`src/include/rlc_params.svh`:
```
// Constants for the redriver lane control block: offsets, fields, timing.
// Assumes inclusion by bare name from the design files.
`ifndef RLC_PARAMS_SVH
`define RLC_PARAMS_SVH

`define RLC_LANES 4
`define RLC_PIN_W 16
`define RLC_CLK_PERIOD_NS 8
// Spacing of detection attempts on a lane
`define RLC_ATTEMPT_NS 1000
`define RLC_ATTEMPT_CYCLES ((`RLC_ATTEMPT_NS + `RLC_CLK_PERIOD_NS - 1) / `RLC_CLK_PERIOD_NS)
`define RLC_RETRY_LIMIT 2'h3

`define RLC_ADDR_CTRL 8'h00
`define RLC_ADDR_STATUS 8'h04
`define RLC_ADDR_SETTING 8'h08
`define RLC_CTRL_START_BIT 0
`define RLC_CTRL_FORCE_PS_BIT 1
`define RLC_CTRL_RESET 1'h0

`define RLC_EQ_NONE 2'h0
`define RLC_EQ_3P5DB 2'h1
`define RLC_EQ_6DB 2'h2

`endif

```
`src/include/rlc_pkg.sv`:
```
// Types shared by the redriver lane control design.
// Assumes rlc_params.svh is on the include path.
`include "rlc_params.svh"

package rlc_pkg;

  typedef enum logic [1:0] {st_off, st_detect, st_run} rlc_state_e;
  typedef logic [1:0] rlc_level_t;

  // Two-bit strap code to level; upper bit wins
  function automatic rlc_level_t level_of(input logic msb, input logic lsb);
    if (msb) begin
      level_of = `RLC_EQ_6DB;
    end else if (lsb) begin
      level_of = `RLC_EQ_3P5DB;
    end else begin
      level_of = `RLC_EQ_NONE;
    end
  endfunction

endpackage

```
`src/verilog/rlc_sync.sv`:
```
// Two-stage synchroniser for pin-level inputs.
// Assumes levels that change slowly against i_clock.
`timescale 1ns/10ps
`default_nettype none
`include "rlc_params.svh"

module rlc_sync #(
  parameter int W = `RLC_PIN_W
) (
  input wire logic i_clock,
  input wire logic i_sys_rst,
  input wire logic [W-1:0] i_async,
  output logic [W-1:0] o_sync
);

  logic [W-1:0] stage1;

  // Reset to low, as pulled-down pads read when undriven
  always_ff @(posedge i_clock) begin
    if (i_sys_rst) begin
      stage1 <= '0;
      o_sync <= '0;
    end else begin
      stage1 <= i_async;
      o_sync <= stage1;
    end
  end

endmodule

`default_nettype wire

```
`src/verilog/rlc_lane.sv`:
```
// One lane of receiver detection: found flag and bounded retry count.
// Assumes i_attempt is a one-cycle pulse and i_present is synchronised.
`timescale 1ns/10ps
`default_nettype none
`include "rlc_params.svh"

module rlc_lane (
  input wire logic i_clock,
  input wire logic i_sys_rst,
  input wire logic i_clear,
  input wire logic i_active,
  input wire logic i_attempt,
  input wire logic i_any_found,
  input wire logic i_present,
  output logic o_found,
  output logic [1:0] o_retries,
  output logic o_done
);

  logic found;
  logic [1:0] retries;
  logic next_found;
  logic [1:0] next_retries;

  always_comb begin
    next_found = found;
    next_retries = retries;
    if (i_clear) begin
      next_found = 1'b0;
      next_retries = 2'h0;
    end else if (i_active && i_attempt && !found && retries != `RLC_RETRY_LIMIT) begin
      if (i_present) begin
        next_found = 1'b1;
      end else if (i_any_found) begin
        next_retries = retries + 2'h1;
      end
      // No lane found yet: retry count stays, attempts go on
    end
  end

  always_ff @(posedge i_clock) begin
    if (i_sys_rst) begin
      found <= 1'b0;
      retries <= 2'h0;
    end else begin
      found <= next_found;
      retries <= next_retries;
    end
  end

  assign o_found = found;
  assign o_retries = retries;
  assign o_done = found || (retries == `RLC_RETRY_LIMIT);

endmodule

`default_nettype wire

```
`src/verilog/rlc_control.sv`:
```
// Redriver lane control: strap decode, detection sequencing, lane gating,
// and an AHB-Lite register slave.
// Assumes pins and analog lane results arrive asynchronously; one clock.
//
// Chosen here: the placing of the registers and the AHB-Lite interface to the registers.
`timescale 1ns/10ps
`default_nettype none
`include "rlc_params.svh"

module rlc_control (
  input wire logic i_clock,
  input wire logic i_sys_rst,
  input wire logic i_enable,
  input wire logic i_detect_request,
  input wire logic i_swing_select,
  input wire logic i_power_save_in,
  input wire logic i_in_boost_msb,
  input wire logic i_in_boost_lsb,
  input wire logic i_out_deemph_msb,
  input wire logic i_out_deemph_lsb,
  input wire logic [3:0] i_rx_present,
  input wire logic [3:0] i_idle_above,
  input wire logic i_hsel,
  input wire logic [31:0] i_haddr,
  input wire logic [1:0] i_htrans,
  input wire logic i_hwrite,
  input wire logic [2:0] i_hsize,
  input wire logic [31:0] i_hwdata,
  input wire logic i_hready,
  output logic [31:0] o_hrdata,
  output logic o_hreadyout,
  output logic o_hresp,
  output logic [1:0] o_in_boost,
  output logic [1:0] o_out_deemph,
  output logic o_swing_large,
  output logic o_standby,
  output logic [3:0] o_detect_request_en,
  output logic [3:0] o_detect_strobe,
  output logic [3:0] o_drive_en,
  output logic [3:0] o_idle_det_en,
  output logic [3:0] o_lane_out_on
);

  ////////////////////////////////////////////////////////////////////////////
  // Pin synchronisation

  logic [`RLC_PIN_W-1:0] pin_raw;
  logic [`RLC_PIN_W-1:0] pin_s;
  logic en_s;
  logic req_s;
  logic swing_s;
  logic ps_pin_s;
  logic [3:0] present_s;
  logic [3:0] above_s;

  assign pin_raw = {i_idle_above, i_rx_present, i_in_boost_msb, i_in_boost_lsb,
                    i_out_deemph_msb, i_out_deemph_lsb, i_power_save_in,
                    i_swing_select, i_detect_request, i_enable};

  rlc_sync #(.W(`RLC_PIN_W)) u_sync (
    .i_clock(i_clock),
    .i_sys_rst(i_sys_rst),
    .i_async(pin_raw),
    .o_sync(pin_s)
  );

  assign en_s = pin_s[0];
  assign req_s = pin_s[1];
  assign swing_s = pin_s[2];
  assign ps_pin_s = pin_s[3];
  assign present_s = pin_s[11:8];
  assign above_s = pin_s[15:12];

  ////////////////////////////////////////////////////////////////////////////
  // Sequencer state

  rlc_pkg::rlc_state_e state;
  rlc_pkg::rlc_state_e next_state;
  logic req_prev;
  logic next_req_prev;
  logic [7:0] timer;
  logic [7:0] next_timer;
  logic ctrl_force_ps;
  logic next_ctrl_force_ps;
  logic sw_start;
  logic next_sw_start;
  logic clear;
  logic attempt;
  logic start_req;
  logic ps_eff;
  logic [3:0] lane_active;
  logic [3:0] lane_found;
  logic [3:0] lane_done_raw;
  logic [3:0] lane_done;
  logic [7:0] lane_retries;
  logic [3:0] eff_found;
  logic [3:0] eff_above;

  // Power save from the pin, or forced by software
  assign ps_eff = ps_pin_s | ctrl_force_ps;
  // A rising edge of the request pin or a software start counts; a held level does nothing
  assign start_req = (req_s && !req_prev) || sw_start;
  assign attempt = (state == rlc_pkg::st_detect) &&
                   (timer == 8'(`RLC_ATTEMPT_CYCLES - 1));

  always_comb begin
    next_state = state;
    next_req_prev = req_s;
    clear = !en_s;
    case (state)
      rlc_pkg::st_off: begin
        // Enable rising, including power-up with enable high
        if (en_s) begin
          next_state = rlc_pkg::st_detect;
          clear = 1'b1;
        end
      end
      rlc_pkg::st_detect: begin
        if (!en_s) begin
          next_state = rlc_pkg::st_off;
        end else if (start_req) begin
          clear = 1'b1;
        end else if (&lane_done) begin
          next_state = rlc_pkg::st_run;
        end
      end
      rlc_pkg::st_run: begin
        if (!en_s) begin
          next_state = rlc_pkg::st_off;
        end else if (start_req) begin
          next_state = rlc_pkg::st_detect;
          clear = 1'b1;
        end
      end
      default: begin
        next_state = rlc_pkg::st_off;
      end
    endcase
    if (clear || state != rlc_pkg::st_detect || attempt) begin
      next_timer = 8'h00;
    end else begin
      next_timer = timer + 8'h01;
    end
  end

  always_ff @(posedge i_clock) begin
    if (i_sys_rst) begin
      state <= rlc_pkg::st_off;
      req_prev <= 1'b0;
      timer <= 8'h00;
    end else begin
      state <= next_state;
      req_prev <= next_req_prev;
      timer <= next_timer;
    end
  end

  ////////////////////////////////////////////////////////////////////////////
  // Lanes

  genvar g;
  generate
    for (g = 0; g < `RLC_LANES; g++) begin : g_lane
      // Lanes 1 to 3 sit idle in power save
      assign lane_active[g] = (g == 0) || !ps_eff;
      assign lane_done[g] = lane_done_raw[g] || !lane_active[g];
      rlc_lane u_lane (
        .i_clock(i_clock),
        .i_sys_rst(i_sys_rst),
        .i_clear(clear),
        .i_active(lane_active[g] && state == rlc_pkg::st_detect),
        .i_attempt(attempt),
        .i_any_found(|(lane_found & lane_active)),
        .i_present(present_s[g]),
        .o_found(lane_found[g]),
        .o_retries(lane_retries[2*g+1:2*g]),
        .o_done(lane_done_raw[g])
      );
    end
  endgenerate

  // Power save: the found flag and idle level of every lane follow lane 0
  assign eff_found = ps_eff ? {4{lane_found[0]}} : lane_found;
  assign eff_above = ps_eff ? {4{above_s[0]}} : above_s;

  ////////////////////////////////////////////////////////////////////////////
  // Pin outputs

  logic [1:0] next_in_boost;
  logic [1:0] next_out_deemph;
  logic next_swing_large;
  logic next_standby;
  logic [3:0] next_detect_request_en;
  logic [3:0] next_detect_strobe;
  logic [3:0] next_drive_en;
  logic [3:0] next_idle_det_en;
  logic [3:0] next_lane_out_on;

  always_comb begin
    next_in_boost = rlc_pkg::level_of(pin_s[7], pin_s[6]);
    next_out_deemph = rlc_pkg::level_of(pin_s[5], pin_s[4]);
    next_swing_large = !swing_s;
    // Standby covers disable and the whole detection sequence
    next_standby = (state != rlc_pkg::st_run);
    next_detect_request_en = (state == rlc_pkg::st_detect) ? lane_active : 4'h0;
    next_detect_strobe = attempt ? (lane_active & ~lane_found) : 4'h0;
    next_drive_en = (state == rlc_pkg::st_run) ? eff_found : 4'h0;
    next_idle_det_en = next_drive_en & lane_active;
    next_lane_out_on = next_drive_en & eff_above;
  end

  always_ff @(posedge i_clock) begin
    if (i_sys_rst) begin
      o_in_boost <= `RLC_EQ_NONE;
      o_out_deemph <= `RLC_EQ_NONE;
      o_swing_large <= 1'b1;
      o_standby <= 1'b1;
      o_detect_request_en <= 4'h0;
      o_detect_strobe <= 4'h0;
      o_drive_en <= 4'h0;
      o_idle_det_en <= 4'h0;
      o_lane_out_on <= 4'h0;
    end else begin
      o_in_boost <= next_in_boost;
      o_out_deemph <= next_out_deemph;
      o_swing_large <= next_swing_large;
      o_standby <= next_standby;
      o_detect_request_en <= next_detect_request_en;
      o_detect_strobe <= next_detect_strobe;
      o_drive_en <= next_drive_en;
      o_idle_det_en <= next_idle_det_en;
      o_lane_out_on <= next_lane_out_on;
    end
  end

  ////////////////////////////////////////////////////////////////////////////
  // AHB-Lite slave, zero wait states

  logic wr_pend;
  logic next_wr_pend;
  logic [7:0] wr_addr;
  logic [7:0] next_wr_addr;
  logic [31:0] next_hrdata;
  logic take;

  assign take = i_hsel && i_htrans[1] && i_hready;

  always_comb begin
    next_wr_pend = take && i_hwrite;
    next_wr_addr = i_haddr[7:0];
    next_ctrl_force_ps = ctrl_force_ps;
    next_sw_start = 1'b0;
    if (wr_pend && wr_addr == `RLC_ADDR_CTRL) begin
      next_ctrl_force_ps = i_hwdata[`RLC_CTRL_FORCE_PS_BIT];
      // Start acts only while enabled, like the pin edge
      next_sw_start = i_hwdata[`RLC_CTRL_START_BIT] && en_s;
    end
    // Read data is prepared in the address phase so it leaves a flop
    next_hrdata = 32'h0000_0000;
    if (take && !i_hwrite) begin
      case (i_haddr[7:0])
        `RLC_ADDR_CTRL: next_hrdata = {30'h0, ctrl_force_ps, 1'b0};
        `RLC_ADDR_STATUS: next_hrdata = {16'h0, lane_retries, 1'b0, ps_eff,
                                         state == rlc_pkg::st_run,
                                         state == rlc_pkg::st_detect, lane_found};
        `RLC_ADDR_SETTING: next_hrdata = {26'h0, next_swing_large,
                                          o_out_deemph, o_in_boost, en_s};
        default: next_hrdata = 32'h0000_0000;
      endcase
    end
  end

  always_ff @(posedge i_clock) begin
    if (i_sys_rst) begin
      wr_pend <= 1'b0;
      wr_addr <= 8'h00;
      ctrl_force_ps <= `RLC_CTRL_RESET;
      sw_start <= 1'b0;
      o_hrdata <= 32'h0000_0000;
      o_hreadyout <= 1'b1;
      o_hresp <= 1'b0;
    end else begin
      wr_pend <= next_wr_pend;
      wr_addr <= next_wr_addr;
      ctrl_force_ps <= next_ctrl_force_ps;
      sw_start <= next_sw_start;
      o_hrdata <= next_hrdata;
      o_hreadyout <= 1'b1;
      o_hresp <= 1'b0;
    end
  end

endmodule

`default_nettype wire

```
`config.mk`:
```
export PLATFORM = sky130hd
export DESIGN_NAME = rlc_control
export DESIGN_NICKNAME = d
export VERILOG_FILES = /design/src/include/rlc_pkg.sv /design/src/verilog/rlc_sync.sv /design/src/verilog/rlc_lane.sv /design/src/verilog/rlc_control.sv
export VERILOG_INCLUDE_DIRS = /design/src /design/src/include
export SDC_FILE = /design/constraint.sdc
export NUM_CORES = 1
export LEC_CHECK = 0
export BUFFER_PORTS_ARGS = -buffer_cell sky130_fd_sc_hd__buf_2
export CORE_ASPECT_RATIO = 0.6
export CORE_MARGIN = 2
export CORE_UTILIZATION = 25
export DETAILED_ROUTE_END_ITERATION = 8
export GPL_ROUTABILITY_DRIVEN = 1
export PLACE_DENSITY = 0.45
export SLEW_MARGIN = 20
export SYNTH_ARGS = -nofsm -noshare
export SYNTH_HDL_FRONTEND = slang
export SYNTH_SLANG_ARGS = --single-unit
export TNS_END_PERCENT = 10
```
`constraint.sdc`:
```
create_clock -name i_clock -period 4.1 [get_ports i_clock]
set_input_delay 0.41 -clock i_clock [delete_from_list [all_inputs] [get_ports i_clock]]
set_output_delay 0.41 -clock i_clock [all_outputs]
set_load 0.02 [all_outputs]
```
# == After elaboration in Yosys (flattened, before gate mapping) ==
# Index checks and enable logic that the tools add are counted.
# totals
elab_cells,149
output_inout_bits,60
regBits,122
inputBits,90
# op_classes
mux,20
n_addsub,5
n_eq_ne,19
n_reduce_logical,61
bitwise,14
# ops
cell,n
16-bit case mux with 3 select lines,1
1-bit logical AND,19
2-bit OR reduction,9
4-bit bitwise AND,4
8-bit zero test,2
2-bit 2-to-1 mux,8
4-bit 2-to-1 mux,3
3-bit AND reduction,4
"2-bit equality test, second input constant",5
1-bit logical OR,10
"2-bit inequality test, second input constant",5
1-bit zero test,9
"3-bit inequality test, second input constant",3
"2-bit by 1-bit adder with 2-bit output, second input constant",4
"8-bit by 1-bit adder with 8-bit output, second input constant",1
"8-bit by 3-bit equality test with 1-bit output, second input constant",1
"8-bit by 4-bit equality test with 1-bit output, second input constant",1
"8-bit by 7-bit equality test with 1-bit output, second input constant",1
1-bit inverter,8
2-bit AND reduction,4
4-bit AND reduction,2
1-bit 2-to-1 mux,6
2-bit case mux with 3 select lines,1
"2-bit by 1-bit inequality test with 1-bit output, second input constant",2
other kinds (6),6

# == Depth between registers and ports, before layout ==
# Gate-level depths: netlist (run 1).
# depth
depth_word,9
depth_mapped,6
mapped_depth_nobuf,6

# == Cells and area by module ==
# A second synthesis (run 1) with hierarchy kept.
# hier_totals
hier_cells,364
hier_area_um2,3761.1
# by_module_without_submodules
module,n_inst,cells_per_inst,seq_area_each_um2,area_per_inst_um2
rlc_control,1,229,1201.2,2267.2
rlc_sync,1,67,640.6,863.3
rlc_lane,4,17,60.1,157.7

# == Worst setup path after synthesis (run 1) ==
# OpenSTA, ideal clock, no wires.
# synth_timing
kind,flip-flop to flip-flop
from,register state[0]
to,register g_lane[0].u_lane.retries[1]
t_arrival_ps,1641
required_ps,4043
setup_time_ps,57
n_path_buf,0
slack_ps,2402
synth_period_minus_slack_ps,1698
stages_incl_launch_ff,7
path_cell_list,dfxtp_1 -> inv_1 -> ha_1 -> o21bai_1 -> nor2b_1 -> nand3_1 -> o21ba_2
# synth_via
elab_chain_len,6
word_cells_on_any_way,11
cone_classes,2 x eq/ne; 1 x mux; 8 x reduce/logical
# synth_lines
element,line,rtl
"start, declared",rlc_control.sv:77,rlc_pkg::rlc_state_e state;
"start signal, assigned",rlc_control.sv:148,state <= rlc_pkg::st_off;
"start signal, assigned",rlc_control.sv:152,state <= next_state;
2-bit by 1-bit equality test with 1-bit output,"rlc_control.sv:103, rlc_control.sv:110, rlc_control.sv:171",
1-bit logical AND,rlc_control.sv:103,assign attempt = (state == rlc_pkg::st_detect) &&
1-bit logical AND (2 in a row),rlc_lane.sv:31,end else if (i_active && i_attempt && !found && retries != `RLC_RETRY_LIMIT) begin
1-bit logical AND (no source line),n/a,
3-bit AND reduction (no source line),n/a,
"end signal, assigned",rlc_lane.sv:47,retries <= next_retries;
"end, declared",rlc_lane.sv:21,logic [1:0] retries;
# Parallel ways exist; a longest one is shown, timed or not.
# A chain may end at the register's enable or synchronous reset.

# == Final worst setup path (run 1) ==
# layout_timing
from,register state[0]
to,register g_lane[3].u_lane.retries[1]
# layout_via
elab_chain_len,6
word_cells_on_any_way,12
cone_classes,2 x eq/ne; 1 x mux; 9 x reduce/logical
# layout_lines
element,line
2-bit by 1-bit equality test with 1-bit output,"rlc_control.sv:103, rlc_control.sv:110, rlc_control.sv:171"
1-bit logical AND (on tied branches),"rlc_control.sv:171, rlc_control.sv:103"
1-bit logical AND (2 in a row),rlc_lane.sv:31
1-bit logical AND (no source line),n/a
3-bit AND reduction (no source line),n/a
"end signal, assigned",rlc_lane.sv:47
"end, declared",rlc_lane.sv:21
# Parallel ways exist; a longest one is shown, timed or not.

==> impl_metrics.ini, run 1 <==
[run_status]
outcome = completed

[floorplanning]
dieArea_um2 = 16110
fp.dieH_um = 99.12
die_x_um = 162.5
start_util_pct = 25.84
num_rows = 34
ioPinCount = 150
fp.coreArea_um2 = 14590

[synth]
syn_inst = 364
ys_ff_latch = 104
synth_cell_types = 50
synth_top_area_share_pct = 55.23
synth_common_cells = 104 x dfxtp_1, 50 x nor2b_1, 22 x buf_4
yosysSeqAreaShare_pct = 55.23
synthTopCellsByArea = dfxtp_1 55%, nor2b_1 8.3%, buf_4 4.4%, ha_1 3.3%, and2_1 2.0%
yosysMostFrequentCell = dfxtp_1
yosysTopAreaCell = dfxtp_1
avgSynthCellArea_um2 = 10.36
yosysWarnings = 0
synth_edf_count = 0
synth-main-ff-cell = dfxtp_1
synth_area_um2 = 3770
async_reset_ff_share_pct = 0

[timing]
fmax_mhz = 484.9
setup_ws_ns = 2.038
worstMarginPinSlew_ns = 0.5737
final.setup.tns_ns = 0
clock-skew-final_ns = 0.008078
hold_violations = 0
fin_crit_sh_pct = 50.30
setup_violations = 0
drv_slew = 0
rsz0062_at_grt = false
maxSlewHeadroom_pct = 61.75
layout_min_cycle_time_ns = 2.062

[detailed_routing]
viasPerCell = 4.044
vias = 2576
firstDrtPassIters = 4
drt_iter0_markers = 112
wl_mm = 8.071
drc = 0
detail-route-antenna-nets = 0
wire_per_inst_um = 12.67

[finish]
drive_gt1_share_pct = 23.69
num-fill-cells = 1535
area_growth_syn_to_layout_pct = 20.54
n_antenna_cell = 0
final_nets = 534

[setup_path]
worstSetupEndpointType = flop
reg2reg_slack_ns = 2.04
worstSetupStartpointType = flop
crit_type = flop to flop
r2r-start = state[0]$_SDFFE_PP0P_
cp.arrival_ns = 2.35
rr_endpoint = g_lane[3].u_lane.o_retries[1]$_SDFFE_PP0P_
crit_required_ns = 4.39
ff2ff_path_depth = 6
crit_end = g_lane[3].u_lane.o_retries[1]$_SDFFE_PP0P_
startpoint = state[0]$_SDFFE_PP0P_
cp_max_fo = 10

[global_route]
grt_pass1_vias = 2392
overflow = 0
grt_max_degree = 35
grtUsageTotal_pct = 10.55
grt_pass1_wl_mm = 12.92
antenna_found_initial = 0

[placement]
pre_cts_slack_ns = 2.074
port_buffers = 72
gp_congestion = 0.7707
dp_hpwl_mm = 5.960

[clock_network]
cts_buffer_depth = 2
clk_root_buffer_cell = clkbuf_16
cts_setup_buffers = 0
cts.repair.resized = 0
hold_buffers = 0
cts_sinks = 104
cts_buffers = 9
cts_tree = yes
htreeDepth = 3
path_clk_slew_ns = 0.07
clk_latency_ns = 0.34

[power]
p_leak_uw = 0.001904
power_density_nw_per_um2 = 449.2
peakVddDrop_mv = 0.1904

[run]
maxCapViolCount = 0

[hold_path]
min_path_type = input pin to flop
==> final cells by class <==
| cell class | instances | area [um2] | area share (%) |
|---|---|---|---|
| inverter | 13 | 48.80 | 1.074 |
| timing repair buffer | 75 | 382.9 | 8.425 |
| sequential | 104 | 2082 | 45.82 |
| tap | 198 | 247.7 | 5.452 |
| clock buffer | 9 | 225.2 | 4.956 |
| clock inverter | 7 | 61.31 | 1.349 |
| multi-input combinational | 231 | 1496 | 32.93 |
==> kinds of logic after synthesis <==
logic type / synth area share (%)
and+or+nand+nor: 24.89
DFF: 55.23
buffers and inverters: 6.771
AOI/OAI and AO/OA: 6.605
adders and majority gates: 3.319
xor gates and xnor gates: 1.394
muxes: 1.593
other: 0.1992
==> report_power, final <==
part	leakage [uW]	switching [uW]	internal, uW
logic	0.000916	112	61.2
registers	0.000848	13.0	1040
clock network	0.000140	393	425
==> metrics by stage <==
stage	cells	hold WS [ns]	area (um2)	util (%)	total power, uW
finish	637	0.2684	4544	31.14	2041
floorplan	381	0.3703	3834	-	1209
detailed placement	621	0.3978	4258	29.18	1247
global route	637	0.2631	4544	31.14	2138
global placement	621	0.3869	4258	29.18	1247
CTS	637	0.2570	4544	31.14	2071
==> state kept, by name (all words and copies together) (netlist names) <==
| name | cells |
|---|---|
| ctrl_force_ps | 1 |
| g_lane.u_lane.o_found | 4 |
| g_lane.u_lane.o_retries | 8 |
| o_detect_request_en | 2 |
| o_detect_strobe | 4 |
| o_drive_en | 4 |
| o_hrdata | 15 |
| o_idle_det_en | 3 |
| o_in_boost | 2 |
| o_lane_out_on | 4 |
| o_out_deemph | 2 |
| o_standby | 1 |
| o_swing_large | 1 |
| req_prev | 1 |
| state | 2 |
| sw_start | 1 |
| timer | 8 |
| u_sync.o_sync | 16 |
| u_sync.stage1 | 16 |
| wr_addr | 8 |
| wr_pend | 1 |
==> placed cells by master, fill, tap and decap left out, types with 6 or more instances in the layout <==
cell / netlist / routed
and2_1: 12 / 12
nor2b_1: 50 / 50
nand3_1: 11 / 11
nor2_1: 19 / 19
mux2i_1: 6 / 6
nor3_1: 12 / 12
dfxtp_1: 104 / 104
clkbuf_16: 0 / 9
conb_1: 2 / 19
ha_1: 10 / 10
inv_1: 13 / 13
buf_2: 0 / 72
a21oi_1: 12 / 12
nand2_1: 8 / 8
==> per-layer routing <==
layer | vias to the layer above | GRT usage [%] | part of all wire, %
met5 | - | 0 | 0
met4 | 0 | 3.063 | 0.74
met3 | 7 | 3.586 | 6.4
met2 | 59 | 13.55 | 38
met1 | 1170 | 16.22 | 55
li1 | 1340 | - | -
==> worst max-delay path, stage by stage, from the launching register on <==
cell and delay, ns:
dfxtp_1 0.39, inv_1 0.08, ha_1 0.31, o21bai_1 0.16, nor2b_1 0.30, nand3_1 0.40, o21ba_2 0.37
==> how the worst min path moves through the flow <==
stage | end | slack (ns) | cells after the start | from
detailed placement | o_swing_large$_SDFF_PP1_ | 0.40 | 1 | u_sync.o_sync[2]$_SDFF_PP0_
floorplan | o_swing_large$_SDFF_PP1_ | 0.37 | 1 | u_sync.o_sync[2]$_SDFF_PP0_
CTS | u_sync.stage1[7]$_SDFF_PP0_ | 0.26 | 2 | i_in_boost_msb
global route | u_sync.stage1[7]$_SDFF_PP0_ | 0.26 | 2 | i_in_boost_msb
global placement | o_swing_large$_SDFF_PP1_ | 0.39 | 1 | u_sync.o_sync[2]$_SDFF_PP0_
finish | u_sync.stage1[7]$_SDFF_PP0_ | 0.27 | 2 | i_in_boost_msb
Note: power is estimated with default switching activity, not from simulation.
==> inputs of run 2 (changes only) <==
==> constraint.sdc (replaced) <==
create_clock -name i_clock -period 2.1 [get_ports i_clock]
set_input_delay 0.21 -clock i_clock [delete_from_list [all_inputs] [get_ports i_clock]]
set_output_delay 0.21 -clock i_clock [all_outputs]
set_load 0.02 [all_outputs]
==> impl_metrics.ini, run 2 (synthesis gave the netlist of run 1 again) <==
[floorplanning]
die_x_um = 162.5
fp.dieH_um = 99.12
start_util_pct = 25.84
fp.coreArea_um2 = 14590
ioPinCount = 150
dieArea_um2 = 16110
num_rows = 34

[timing]
setup_ws_ns = 0.2630
hold_violations = 0
layout_min_cycle_time_ns = 1.837
setup_violations = 0
fmax_mhz = 544.4
final.setup.tns_ns = 0
drv_slew = 0
rsz0062_at_grt = false
clock-skew-final_ns = 0.005955
fin_hold_ws_ns = 0.07182
fin_crit_sh_pct = 87.48

[hold_path]
min_path_type = input pin to flop
hold_depth = 2
min_from = i_swing_select
holdPathEnd = u_sync.stage1[2]$_SDFF_PP0_

[setup_path]
cp.arrival_ns = 2.12
crit_buf_inv = 2
ff2ff_path_depth = 7
crit_chain = inv_1 > ha_1 > o21bai_1 > nor2b_1 > nand3_1 > buf_4 > o21ba_2
crit_type = flop to flop
crit_required_ns = 2.39
crit_family = simple AND/OR/NAND/NOR gates
reg2reg_slack_ns = 0.26
r2r-start = state[0]$_SDFFE_PP0P_
worstSetupStartpointType = flop
rr_endpoint = g_lane[3].u_lane.o_retries[1]$_SDFFE_PP0P_
worstSetupEndpointType = flop
cp_slowest_cell = dfxtp_1
cp_max_fo = 10
cpPeakStageDelay_ns = 0.38

[power]
power_density_nw_per_um2 = 917.8
seqPwrFrac_pct = 48.1
p_switching_uw = 999.2
totalPowerFinal_uw = 4258
sw_frac_of_total_pct = 23.46
power_frac_clock_pct = 43.5
peakVddDrop_mv = 0.3601
p_leak_uw = 0.001960
power.share.combinational_pct = 8.4
internal_power_uw = 3259

[global_route]
antenna_found_initial = 0
overflow = 0
grt_max_degree = 30
grt_pass1_vias = 2391
use_met3_pct = 3.586
grt_pass1_wl_mm = 12.83
use_met1_pct = 15.92
gr-usage-met2_pct = 13.45
top_usage_layer = met1
grtUsageTotal_pct = 10.40

[detailed_routing]
firstDrtPassIters = 4
detail-route-antenna-nets = 0
wire_per_inst_um = 12.65
viasPerCell = 4.025
wl_mm = 8.133
drt_iter0_markers = 85
drc = 0
vias = 2588

[finish]
n_antenna_cell = 0
area_growth_syn_to_layout_pct = 23.07
fin_util_pct = 31.80
final_common_cell = dfxtp_1
drive_gt1_share_pct = 24.72
layout_common_cells = 104 x dfxtp_1, 72 x buf_2, 50 x nor2b_1, 19 x nor2_1, 19 x conb_1
largest_registers = u_sync.o_sync: 16 flops, u_sync.stage1: 16 flops, o_hrdata: 15 flops
final_nets = 540

[placement]
gp_congestion = 0.7668
pre_cts_slack_ns = 0.2881
port_buffers = 72
dp_hpwl_mm = 6.110

[clock_network]
cts_tree = yes
clk_root_buffer_cell = clkbuf_16
cts_buffers = 9
hold_buffers = 0
htreeDepth = 3
path_clk_slew_ns = 0.07
cts_sinks = 104
cts_setup_buffers = 0
clk_latency_ns = 0.34
cts_buffer_depth = 2
cts.repair.resized = 0

[run_status]
outcome = completed

[run]
maxCapViolCount = 0
[run 2: cell count changes in the layout (fill, tap and decap cells not counted), sizes merged]
cell,before,now
buf,75,81
bufinv,0,2
clkbuf,9,10
clkinv,2,0
clkinvlp,1,0
[run 2: final cells by class]
class	instances	area, um2
clock buffers	10	239.0
clock inverters	6	97.59
fillers	1555	9952
inverters	13	48.80
multi-input cells	231	1496
flip-flops and latches	104	2082
well taps	198	247.7
repair buffers	81	427.9
[run 2: how the worst max path moves through the flow]
stage,startpoint,end,depth (start not counted)
finish,state[0]$_SDFFE_PP0P_,g_lane[3].u_lane.o_retries[1]$_SDFFE_PP0P_,7
global placement,state[0]$_SDFFE_PP0P_,g_lane[3].u_lane.o_retries[1]$_SDFFE_PP0P_,7
global route,state[0]$_SDFFE_PP0P_,timer[3]$_SDFF_PP0_,6
CTS,state[0]$_SDFFE_PP0P_,g_lane[0].u_lane.o_retries[1]$_SDFFE_PP0P_,7
floorplan,state[0]$_SDFFE_PP0P_,g_lane[0].u_lane.o_retries[1]$_SDFFE_PP0P_,6
detailed placement,state[0]$_SDFFE_PP0P_,g_lane[0].u_lane.o_retries[1]$_SDFFE_PP0P_,7
[run 2: per-stage QoR]
stage / cells / cell area [um2]
detailed placement: 627 / 4303
finish: 643 / 4639
floorplan: 381 / 3834
global route: 643 / 4639
CTS: 643 / 4639
global placement: 627 / 4303
[run 2: power groups by stage]
stage          Sequential (uW)  Clock (uW)  Combinational [uW]
5_1_grt                   2060        1970                 397
4_1_cts                   2050        1900                 360
3_3_place_gp              2100           0                 359
3_5_place_dp              2100           0                 359
6_report                  2050        1850                 357
2_1_floorplan             2100           0                 259
[run 2: layer usage]
metal / up-vias / wire length (um)
li1: 1346 / -
met1: 1175 / 4488
met2: 59 / 3076
met3: 8 / 489
met4: 0 / 78
met5: - / 0
